[config.mk]
export PLATFORM = sky130hd
export DESIGN_NAME = pulse_width_capture
export DESIGN_NICKNAME = d
export VERILOG_FILES = /design/src/pwm_capture_pkg.sv /design/src/pulse_width_capture.sv
export SDC_FILE = /design/constraint.sdc
export NUM_CORES = 1
export LEC_CHECK = 0
export BUFFER_PORTS_ARGS = -buffer_cell sky130_fd_sc_hd__buf_2
export CORE_MARGIN = 4
export CORE_UTILIZATION = 50
export CTS_BUF_LIST = sky130_fd_sc_hd__clkbuf_8 sky130_fd_sc_hd__clkbuf_16
export CTS_CLUSTER_SIZE = 24
export DETAILED_ROUTE_END_ITERATION = 8
export PLACE_DENSITY = 0.73
export SLEW_MARGIN = 10
export SYNTH_ARGS = -nofsm -noshare
export SYNTH_HDL_FRONTEND = slang
export SYNTH_SLANG_ARGS = --single-unit
[constraint.sdc]
create_clock -name clk -period 6.4 [get_ports clk]
set_input_delay 1.28 -clock clk [delete_from_list [all_inputs] [get_ports clk]]
set_output_delay 1.28 -clock clk [all_outputs]
set_load 0.03 [all_outputs]
[src/pwm_capture_pkg.sv]
// Package with register map, field positions and types of the pulse-width capture channel.
package pwm_capture_pkg;

   // ---------------------------------------------------------------
   // Register byte addresses
   // ---------------------------------------------------------------
   localparam logic [7:0] ADDR_CTRL = 8'h00;
   localparam logic [7:0] ADDR_MODE = 8'h04;
   localparam logic [7:0] ADDR_EDGE = 8'h08;
   localparam logic [7:0] ADDR_OUTCTL = 8'h0C;
   localparam logic [7:0] ADDR_OPTION = 8'h10;
   localparam logic [7:0] ADDR_CAP0 = 8'h14;
   localparam logic [7:0] ADDR_CAP1 = 8'h18;
   localparam logic [7:0] ADDR_SRCSEL = 8'h1C;
   localparam logic [7:0] ADDR_IRQ_STAT = 8'h20;
   localparam logic [7:0] ADDR_IRQ_MASK = 8'h24;
   localparam logic [7:0] ADDR_COUNT = 8'h28;

   // ---------------------------------------------------------------
   // Field positions and values
   // ---------------------------------------------------------------
   localparam int RUN_BIT = 0;
   localparam int OVF_BIT = 0;
   localparam int FIRST_SRC_BIT = 3;
   localparam int SECOND_SRC_BIT = 4;
   localparam int OE0_BIT = 0;
   localparam int OL0_BIT = 1;
   localparam int OE1_BIT = 2;
   localparam int OL1_BIT = 3;
   localparam int IRQ_CAP0_BIT = 0;
   localparam int IRQ_CAP1_BIT = 1;
   localparam int IRQ_OVF_BIT = 2;
   localparam logic [2:0] MODE_PULSE_WIDTH = 3'b110;
   localparam logic [7:0] SRCSEL_MASK = 8'h18;
   localparam logic [7:0] BYTE_RESET = 8'h00;
   localparam logic [15:0] COUNT_ZERO = 16'h0000;
   localparam logic [15:0] COUNT_MAX = 16'hFFFF;
   localparam logic [2:0] IRQ_NONE = 3'b000;

   typedef enum logic [1:0] {
      EDGE_NONE = 2'b00,
      EDGE_RISE = 2'b01,
      EDGE_FALL = 2'b10,
      EDGE_BOTH = 2'b11
   } edge_sel_t;

   typedef struct packed {
      logic [7:0] adr;
      logic [31:0] dat;
      logic [3:0] sel;
      logic we;
      logic req;
   } wb_req_t;

endpackage

[src/pulse_width_capture.sv]
// Pulse-width-measurement timer channel with Wishbone register slave.
`timescale 1ns/1ps

// Behaviour
// Mode field 110 selects pulse width measurement.
// Counter increments each clock once run enable is set.
// Valid edge copies counter into capture register, clears counter, raises capture interrupt.
// Software uses one capture input and sets the other to no edge.
// Past FFFFH counter wraps to 0000H, sets overflow flag and interrupt.
// Overflow flag cleared by writing 0 to bit 0 of option register.
// Software computes width from captured value plus overflows times 10000H.
// No timer waveform on output pins in this mode.
// Level bit 0: low when disabled or stopped, high once counting.
// Level bit 1: high when disabled or stopped, low once counting.
// Source bits 4 and 3 route pins or UART receive lines to capture inputs.
// Source select register is 8 bits, byte or bit access, resets to 00H.
// Software disables timer and UART before changing source selection.
// Software sets capture edge settings before connecting through the selector.
// Software avoids a trigger right after enabling with slow count clocks.
// Overflow flag stays set until software clears it.
module pulse_width_capture
   import pwm_capture_pkg::*;
(
   input wire logic clk,
   input wire logic rst_n,
   input wire logic clk_en,
   input wire logic wb_cyc_i,
   input wire logic wb_stb_i,
   input wire logic wb_we_i,
   input wire logic [7:0] wb_adr_i,
   input wire logic [31:0] wb_dat_i,
   input wire logic [3:0] wb_sel_i,
   output logic [31:0] wb_dat_o,
   output logic wb_ack_o,
   input wire logic first_capture_pin,
   input wire logic second_capture_pin,
   input wire logic first_uart_receive,
   input wire logic second_uart_receive,
   output logic [1:0] timer_output_pin,
   output logic capture_irq0,
   output logic capture_irq1,
   output logic overflow_irq,
   output logic irq
);

   // ---------------------------------------------------------------
   // Register state
   // ---------------------------------------------------------------
   logic timer_run_enable_q;
   logic [2:0] operating_mode_field_q;
   logic [3:0] edge_select_reg_q;
   logic [3:0] output_control_reg_q;
   logic overflow_flag_q;
   logic [15:0] capture_value_reg_q [2];
   logic [7:0] capture_source_select_q;
   logic [2:0] irq_stat_q;
   logic [2:0] irq_mask_q;
   logic [15:0] count_q;
   logic counting_q;
   wb_req_t req;
   logic wr_stb;
   logic rd_stb;

   assign req = '{adr: wb_adr_i, dat: wb_dat_i, sel: wb_sel_i, we: wb_we_i, req: wb_cyc_i & wb_stb_i};
   assign wr_stb = clk_en & req.req & req.we & ~wb_ack_o & req.sel[0];
   assign rd_stb = clk_en & req.req & ~wb_ack_o;

   function automatic logic wr_hit(input wb_req_t r, input logic [7:0] a);
      wr_hit = (r.adr == a);
   endfunction

   // ---------------------------------------------------------------
   // Input synchronisers and source selection
   // ---------------------------------------------------------------
   logic [3:0] raw_in;
   logic [3:0] sync1_q;
   logic [3:0] sync2_q;
   logic [3:0] sync3_q;
   logic [3:0] level_q;
   logic [1:0] cap_in;
   logic [1:0] cap_prev_q;
   logic [1:0] cap_edge;

   assign raw_in = {second_uart_receive, first_uart_receive, second_capture_pin, first_capture_pin};

   always_ff @(posedge clk or negedge rst_n) begin
      if (!rst_n) begin
         sync1_q <= '0;
         sync2_q <= '0;
         sync3_q <= '0;
         level_q <= '0;
      end else if (clk_en) begin
         sync1_q <= raw_in;
         sync2_q <= sync1_q;
         sync3_q <= sync2_q;
         for (int i = 0; i < 4; i++) begin
            if (sync2_q[i] == sync3_q[i]) begin
               level_q[i] <= sync3_q[i];
            end
         end
      end
   end

   assign cap_in[0] = capture_source_select_q[FIRST_SRC_BIT] ? level_q[2] : level_q[0];
   assign cap_in[1] = capture_source_select_q[SECOND_SRC_BIT] ? level_q[3] : level_q[1];

   always_ff @(posedge clk or negedge rst_n) begin
      if (!rst_n) begin
         cap_prev_q <= '0;
      end else if (clk_en) begin
         cap_prev_q <= cap_in;
      end
   end

   // Edge detection per input; EDGE_NONE silences an unused input.
   genvar g;
   generate
      for (g = 0; g < 2; g++) begin : g_edge
         edge_sel_t es;
         assign es = edge_sel_t'(edge_select_reg_q[2*g +: 2]);
         assign cap_edge[g] = ((es == EDGE_RISE || es == EDGE_BOTH) && cap_in[g] && !cap_prev_q[g]) ||
                              ((es == EDGE_FALL || es == EDGE_BOTH) && !cap_in[g] && cap_prev_q[g]);
      end
   endgenerate

   // ---------------------------------------------------------------
   // Counter and capture
   // ---------------------------------------------------------------
   logic active;
   logic ovf_event;
   logic [1:0] cap_event;

   assign active = timer_run_enable_q && (operating_mode_field_q == MODE_PULSE_WIDTH);
   assign cap_event = active ? cap_edge : 2'b00;
   assign ovf_event = active && (cap_event == 2'b00) && (count_q == COUNT_MAX);

   always_ff @(posedge clk or negedge rst_n) begin
      if (!rst_n) begin
         count_q <= COUNT_ZERO;
         counting_q <= 1'b0;
      end else if (clk_en) begin
         counting_q <= active;
         if (!active) begin
            count_q <= COUNT_ZERO;
         end else if (cap_event != 2'b00) begin
            count_q <= COUNT_ZERO;
         end else begin
            count_q <= count_q + 16'h0001;
         end
      end
   end

   always_ff @(posedge clk or negedge rst_n) begin
      if (!rst_n) begin
         capture_value_reg_q[0] <= COUNT_ZERO;
         capture_value_reg_q[1] <= COUNT_ZERO;
      end else if (clk_en) begin
         for (int i = 0; i < 2; i++) begin
            if (cap_event[i]) begin
               capture_value_reg_q[i] <= count_q;
            end
         end
      end
   end

   // ---------------------------------------------------------------
   // Overflow flag
   // ---------------------------------------------------------------
   always_ff @(posedge clk or negedge rst_n) begin
      if (!rst_n) begin
         overflow_flag_q <= 1'b0;
      end else if (clk_en) begin
         if (ovf_event) begin
            overflow_flag_q <= 1'b1;
         end else if (wr_stb && wr_hit(req, ADDR_OPTION) && !req.dat[OVF_BIT]) begin
            overflow_flag_q <= 1'b0;
         end
      end
   end

   // ---------------------------------------------------------------
   // Control registers
   // ---------------------------------------------------------------
   always_ff @(posedge clk or negedge rst_n) begin
      if (!rst_n) begin
         timer_run_enable_q <= 1'b0;
         operating_mode_field_q <= 3'b000;
         edge_select_reg_q <= 4'h0;
         output_control_reg_q <= 4'h0;
         capture_source_select_q <= BYTE_RESET;
         irq_mask_q <= IRQ_NONE;
      end else if (wr_stb) begin
         if (wr_hit(req, ADDR_CTRL)) begin
            timer_run_enable_q <= req.dat[RUN_BIT];
         end
         if (wr_hit(req, ADDR_MODE)) begin
            operating_mode_field_q <= req.dat[2:0];
         end
         if (wr_hit(req, ADDR_EDGE)) begin
            edge_select_reg_q <= req.dat[3:0];
         end
         if (wr_hit(req, ADDR_OUTCTL)) begin
            output_control_reg_q <= req.dat[3:0];
         end
         if (wr_hit(req, ADDR_SRCSEL)) begin
            capture_source_select_q <= req.dat[7:0] & SRCSEL_MASK;
         end
         if (wr_hit(req, ADDR_IRQ_MASK)) begin
            irq_mask_q <= req.dat[2:0];
         end
      end
   end

   // ---------------------------------------------------------------
   // Interrupt status, set wins over write-one-to-clear
   // ---------------------------------------------------------------
   logic [2:0] irq_set;
   logic [2:0] irq_clr;

   assign irq_set = {ovf_event, cap_event};
   assign irq_clr = (wr_stb && wr_hit(req, ADDR_IRQ_STAT)) ? req.dat[2:0] : IRQ_NONE;

   always_ff @(posedge clk or negedge rst_n) begin
      if (!rst_n) begin
         irq_stat_q <= IRQ_NONE;
      end else if (clk_en) begin
         irq_stat_q <= (irq_stat_q & ~irq_clr) | irq_set;
      end
   end

   always_ff @(posedge clk or negedge rst_n) begin
      if (!rst_n) begin
         capture_irq0 <= 1'b0;
         capture_irq1 <= 1'b0;
         overflow_irq <= 1'b0;
         irq <= 1'b0;
      end else if (clk_en) begin
         capture_irq0 <= cap_event[0];
         capture_irq1 <= cap_event[1];
         overflow_irq <= ovf_event;
         irq <= |(((irq_stat_q & ~irq_clr) | irq_set) & irq_mask_q);
      end
   end

   // ---------------------------------------------------------------
   // Timer output pins: static levels only in this mode
   // ---------------------------------------------------------------
   always_ff @(posedge clk or negedge rst_n) begin
      if (!rst_n) begin
         timer_output_pin <= 2'b00;
      end else if (clk_en) begin
         for (int i = 0; i < 2; i++) begin
            // Inactive level is the level bit; once counting it inverts only if the pin's enable bit (2*i) is set, never a waveform.
            timer_output_pin[i] <= output_control_reg_q[2*i+1] ^
                                   (output_control_reg_q[2*i] & counting_q & active);
         end
      end
   end

   // ---------------------------------------------------------------
   // Wishbone slave: one wait state, ack for every address
   // ---------------------------------------------------------------
   logic [31:0] rd_data;

   always_comb begin
      rd_data = '0;
      unique case (req.adr)
         ADDR_CTRL: rd_data[RUN_BIT] = timer_run_enable_q;
         ADDR_MODE: rd_data[2:0] = operating_mode_field_q;
         ADDR_EDGE: rd_data[3:0] = edge_select_reg_q;
         ADDR_OUTCTL: rd_data[3:0] = output_control_reg_q;
         ADDR_OPTION: rd_data[OVF_BIT] = overflow_flag_q;
         ADDR_CAP0: rd_data[15:0] = capture_value_reg_q[0];
         ADDR_CAP1: rd_data[15:0] = capture_value_reg_q[1];
         ADDR_SRCSEL: rd_data[7:0] = capture_source_select_q;
         ADDR_IRQ_STAT: rd_data[2:0] = irq_stat_q;
         ADDR_IRQ_MASK: rd_data[2:0] = irq_mask_q;
         ADDR_COUNT: rd_data[15:0] = count_q;
         default: rd_data = '0;
      endcase
   end

   always_ff @(posedge clk or negedge rst_n) begin
      if (!rst_n) begin
         wb_ack_o <= 1'b0;
         wb_dat_o <= '0;
      end else if (clk_en) begin
         wb_ack_o <= rd_stb;
         if (rd_stb && !req.we) begin
            wb_dat_o <= rd_data;
         end
      end
   end

endmodule

# ---- Word level (Yosys, flattened, before mapping)
# Cells that the tools add are included.
dict set report classes {
  muxes 13
  n_reduce_logical 46
  bitwise_logic 17
  addsub 1
  eq_ne 22
}
# cell n
set op_table {}
lappend op_table {{$eq A8 B5 Y1 const B} 4}
lappend op_table {{$mux W16} 2}
lappend op_table {{$reduce_and A2 Y1} 14}
lappend op_table {{$eq A8 B6 Y1 const B} 3}
lappend op_table {{$pmux W8 S3} 1}
lappend op_table {{$add A16 B1 Y16 const B} 1}
lappend op_table {{$eq A16 B16 Y1 const B} 1}
lappend op_table {{$eq A8 B4 Y1 const B} 2}
lappend op_table {{$pmux W2 S8} 1}
lappend op_table {{$pmux W4 S4} 1}
lappend op_table {{$logic_and A1 B1 Y1} 15}
lappend op_table {{$and A1 B1 Y1} 10}
lappend op_table {{$pmux W1 S10} 1}
lappend op_table {{$eq A2 B2 Y1 const B} 4}
lappend op_table {{$eq A8 B3 Y1 const B} 1}
lappend op_table {{$logic_not A8 Y1} 1}
lappend op_table {{$and A3 B3 Y3} 2}
lappend op_table {{$logic_not A1 Y1} 6}
lappend op_table {{$logic_or A1 B1 Y1} 6}
lappend op_table {{$pmux W1 S6} 1}
lappend op_table {{$eq A1 B1 Y1} 4}
lappend op_table {{$eq A2 B1 Y1 const B} 2}
lappend op_table {{$mux W1} 4}
lappend op_table {{$reduce_bool A2 Y1} 2}
lappend op_table {{other kinds (9)} 10}
dict set report totals {
  ff_bits 111
  elab_cells 126
  in_bits 54
  output_inout_bits 39
}

# ---- Logic depth before layout (Yosys ltp)
dict set report logic_depth {
  depth_word 12
  ltp_mapped 8
  mapped_depth_nobuf 6
}

# ---- Least setup slack after synthesis
# OpenSTA, ideal clock, no wires.
dict set report synth_path {
  path_kind {input-to-reg}
  from {input port wb_adr_i[0]}
  to {register irq}
  slack_ns 3.455
  setup_time_ns 0.126
  arrival_time_ns 2.819
  required_time_ns 6.274
  path_buffers 1
  path_stages 6
  cell_sequence {clkbuf_1 or4_1 nor2_2 nand3_1 a311o_1 o32a_1}
}
dict set report synth_between {
  elab_chain_len 8
}
# element line
set synth_lines {}
lappend synth_lines {{start: declaration} pulse_width_capture.sv:30} ;# input wire logic [7:0] wb_adr_i,
lappend synth_lines {{$eq A8 B6 Y1} pulse_width_capture.sv:69} ;# wr_hit = (r.adr == a);
lappend synth_lines {{$logic_and A1 B1 Y1} pulse_width_capture.sv:221} ;# assign irq_clr = (wr_stb && wr_hit(req, ADDR_IRQ_STAT)) ? req.dat[2:0] : IRQ_NONE;
lappend synth_lines {{$mux W3} pulse_width_capture.sv:221}
lappend synth_lines {{$not A3 Y3} pulse_width_capture.sv:241} ;# irq <= |(((irq_stat_q & ~irq_clr) | irq_set) & irq_mask_q);
lappend synth_lines {{$and A3 B3 Y3} pulse_width_capture.sv:241}
lappend synth_lines {{$or A3 B3 Y3} pulse_width_capture.sv:241}
lappend synth_lines {{$and A3 B3 Y3} pulse_width_capture.sv:241}
lappend synth_lines {{$reduce_or A3 Y1} pulse_width_capture.sv:241}
lappend synth_lines {{end signal: assignment} pulse_width_capture.sv:241}
lappend synth_lines {{end: declaration} pulse_width_capture.sv:43} ;# output logic irq
# Every way passes these cells.
# A chain may end at the register's enable or synchronous reset.

# ---- Final worst setup path
dict set report layout_path {
  from {input port clk_en}
  to {register edge_select_reg_q[2]}
}
dict set report layout_between {
  elab_chain_len 5
}
# element line
set layout_lines {}
lappend layout_lines {{start: declaration} pulse_width_capture.sv:26} ;# input wire logic clk_en,
lappend layout_lines {{$and A1 B1 Y1 (4 in series)} pulse_width_capture.sv:65} ;# assign wr_stb = clk_en & req.req & req.we & ~wb_ack_o & req.sel[0];
lappend layout_lines {{$reduce_and A2 Y1 (no line)} -}
lappend layout_lines {{end signal: assignment} pulse_width_capture.sv:200} ;# edge_select_reg_q <= req.dat[3:0];
lappend layout_lines {{end: declaration} pulse_width_capture.sv:51} ;# logic [3:0] edge_select_reg_q;
# Every way passes these cells.

==> impl_metrics.toml <==
[critical_path]
path_delay_family = "simple AND/OR/NAND/NOR gates"
slowest_stage = "buf_2"
crit_top_cell = "nor2_1"
cp-end-kind = "register"
worstPathCellList = "buf_2 > nand4b_1 > nor2_1 > nand2_1 > nor2_1 > mux2_2"
arrival_ns = 3.67
slowest_delay_ns = 0.57
crit_path_start_kind = "primary input"
ff2ff_setup_slack_ns = 3.65
cp_max_fo = 44
reg2reg_from = "capture_source_select_q[4]"
worst-setup-path-type = "in -> reg"
r2r_end = "capture_value_reg_q[14]"
cp_num_buf_inv = 1
worstPathRequired_ns = 6.66
r2r_cells = 4

[place]
place.port_buffers = 46
place.gp.congestion = 0.912
dp_hpwl_um = 8170
placed_area_um2 = 5490

[worst_hold_path]
hold_end = "wb_dat_o[2]"
min_path_cells = 2
worstHoldStart = "wb_dat_o[2]"
min_path_type = "reg -> reg"

[synth]
synthDistinctLibCells = 55
synth_area_um2 = 5280
synth_ff_type = "dfrtp_1"
synth-async-reset-ratio_pct = 100
synth_top_cell_by_area = "dfrtp_1"
synth-edff-count = 0
synth_area_leaders = "dfrtp_1, mux2_2, o21ai_0, buf_4, a222oi_1"
ys_seq_area_share_pct = 52.6
postSynthAreaPerCell_um2 = 11.1
synth_top_area_share_pct = 52.6
yosysWarnings = 0
ys_ff_latch = 111
synthCells = 476

[sta]
worstMarginPinSlew_ns = 0.979
relSlewSlack_pct = 34.5
finalCritPeriodShare_pct = 53.4
setup_viol = 0
fin_tns_setup_ns = 0
fmax_mhz = 293
rsz0062_at_grt = "false"
finalCriticalPeriod_ns = 3.41
finalHoldViolCount = 0
skew_ns = 0.0102
slew_viol_final = 0

[floorplan]
initial_core_util_pct = 51.1
rows = 37
core_region_area_um2 = 10300
die_w_um = 111
die_y_um = 111
ios = 93
dieArea_um2 = 12300

[drt]
vias = 3762
firstDrtPassIters = 7
route.detailed.drc = 0
finalWirelength_um = 11300
wl_per_cell_um = 17.5
drt_iter0_markers = 311
postRouteAntennaNets = 0
viasPerCell = 5.85

[global_routing]
overflow = 0
antenna_found_initial = 0
grt_start_max_net_pins = 64
grt_usage_pct = 18.6
grt_pass1_vias = 3658
grt_pass1_wl_um = 18600

[final_layout]
fill_cells = 886
drive_gt1_share_pct = 24.5
final_cell_mix = "dfrtp_1, mux2_2, buf_2, nand2_1, o21ai_0"
final_util_pct = 54.9
nNetsFinal = 558
layout_commonest_cell = "dfrtp_1"
diodes = 0
postLayoutCellArea_um2 = 5670
area_growth_pct = 7.32

[clock_tree]
numCtsBuffers = 9
root_buffer = "clkbuf_8"
cts.sinks = 111
worst_skew_pair.late_latency_ns = 0.37
max-clock-path-buffers = 2
cts_tree = "built"
cts.clk_slew.worst_paths_ns = 0.09
htreeDepth = 3
cts_hold_buf = 0
cts_setup_buffers = 0
ctsResizeCount = 0

[run_status]
status = "completed"

[run]
cap_violations = 0

[power]
power_uw = 1250
ir_drop_mv = 0.141
pwr_density_cell_nw_per_um2 = 221
p_leak_uw = 0.00261
## cell families (layout without fill, tap and decap cells)
| group | count (synthesis) | count (layout) | synth area share [%] |
|---|---|---|---|
| xor+xnor | 12 | 12 | 1.99 |
| flops | 111 | 111 | 52.6 |
| mux | 67 | 67 | 14.1 |
| other cells | 1 | 16 | 0.0710 |
| simple gates | 133 | 133 | 13.2 |
| buf+inv | 58 | 74 | 5.69 |
| fa+ha+maj | 1 | 1 | 0.237 |
| compound gates | 93 | 93 | 12.1 |
## how the worst max path moves through the flow
stage,cells after the start,slack [ns],to,startpoint
2_1_floorplan,6,3.45,irq,wb_adr_i[0]
3_3_place_gp,5,2.64,wb_dat_o[7],clk_en
3_5_place_dp,5,2.63,wb_dat_o[6],clk_en
4_1_cts,5,3.03,wb_dat_o[6],clk_en
5_1_grt,5,2.83,wb_dat_o[6],clk_en
6_report,6,2.99,edge_select_reg_q[2],clk_en
## Yosys cell counts, drive strengths merged, types with 6 or more instances
cell	instances
clkbuf	17
nor2	31
buf	29
a222oi	12
nor4	8
and3	8
xor2	6
nor3	8
nand3	17
mux2i	9
dfrtp	111
o21ai	35
a21oi	11
nand2	32
inv	12
mux2	58
xnor2	6
## flip-flops by register name, indices dropped and copies added, names as in the netlist, 2 cells and up
register / count
cap_prev_q: 2
capture_source_select_q: 2
capture_value_reg_q: 32
count_q: 16
edge_select_reg_q: 4
irq_mask_q: 3
irq_stat_q: 3
level_q: 4
operating_mode_field_q: 3
output_control_reg_q: 4
sync1_q: 4
sync2_q: 4
sync3_q: 4
timer_output_pin: 2
wb_dat_o: 16
## power breakdown
group          switching (µW)  internal [µW]  total [µW]
clock                     220            159         379
combinational            84.4           38.2         123
sequential               20.2            732         752
## routing by layer
| layer | GRT usage [%] | vias to the layer above | share of wire (%) |
|---|---|---|---|
| met1 | 25.9 | 1859 | 46 |
| met2 | 29.0 | 128 | 46 |
| met4 | 6.73 | 0 | 1.9 |
| li1 | - | 1757 | - |
| met3 | 3.60 | 18 | 5.7 |
| met5 | 0 | - | 0 |
## tightest hold or removal path, cell delays in order, from the launching register on
cell and delay [ns]:
dfrtp_1 0.35, nand2_1 0.04, o21ai_0 0.06
## through the flow
| stage | worst slack (ns) | hold WS [ns] | std cells |
|---|---|---|---|
| finish | 2.99 | 0.478 | 643 |
| global route | 2.83 | 0.518 | 643 |
| CTS | 3.03 | 0.488 | 643 |
| detailed placement | 2.63 | 0.466 | 628 |
| global placement | 2.64 | 0.461 | 628 |
| floorplan | 3.45 | 0.458 | 491 |
## final cells by class
class,count,area [µm²],area share [%]
inverters,12,45.0,0.795
clock inverters,4,23.8,0.420
multi-input cells,322,2260,39.8
clock buffers,11,151,2.67
well taps,136,170,3.00
repair buffers,47,240,4.24
flip-flops and latches,111,2780,49.0
Power figures use the tool's default switching activity.
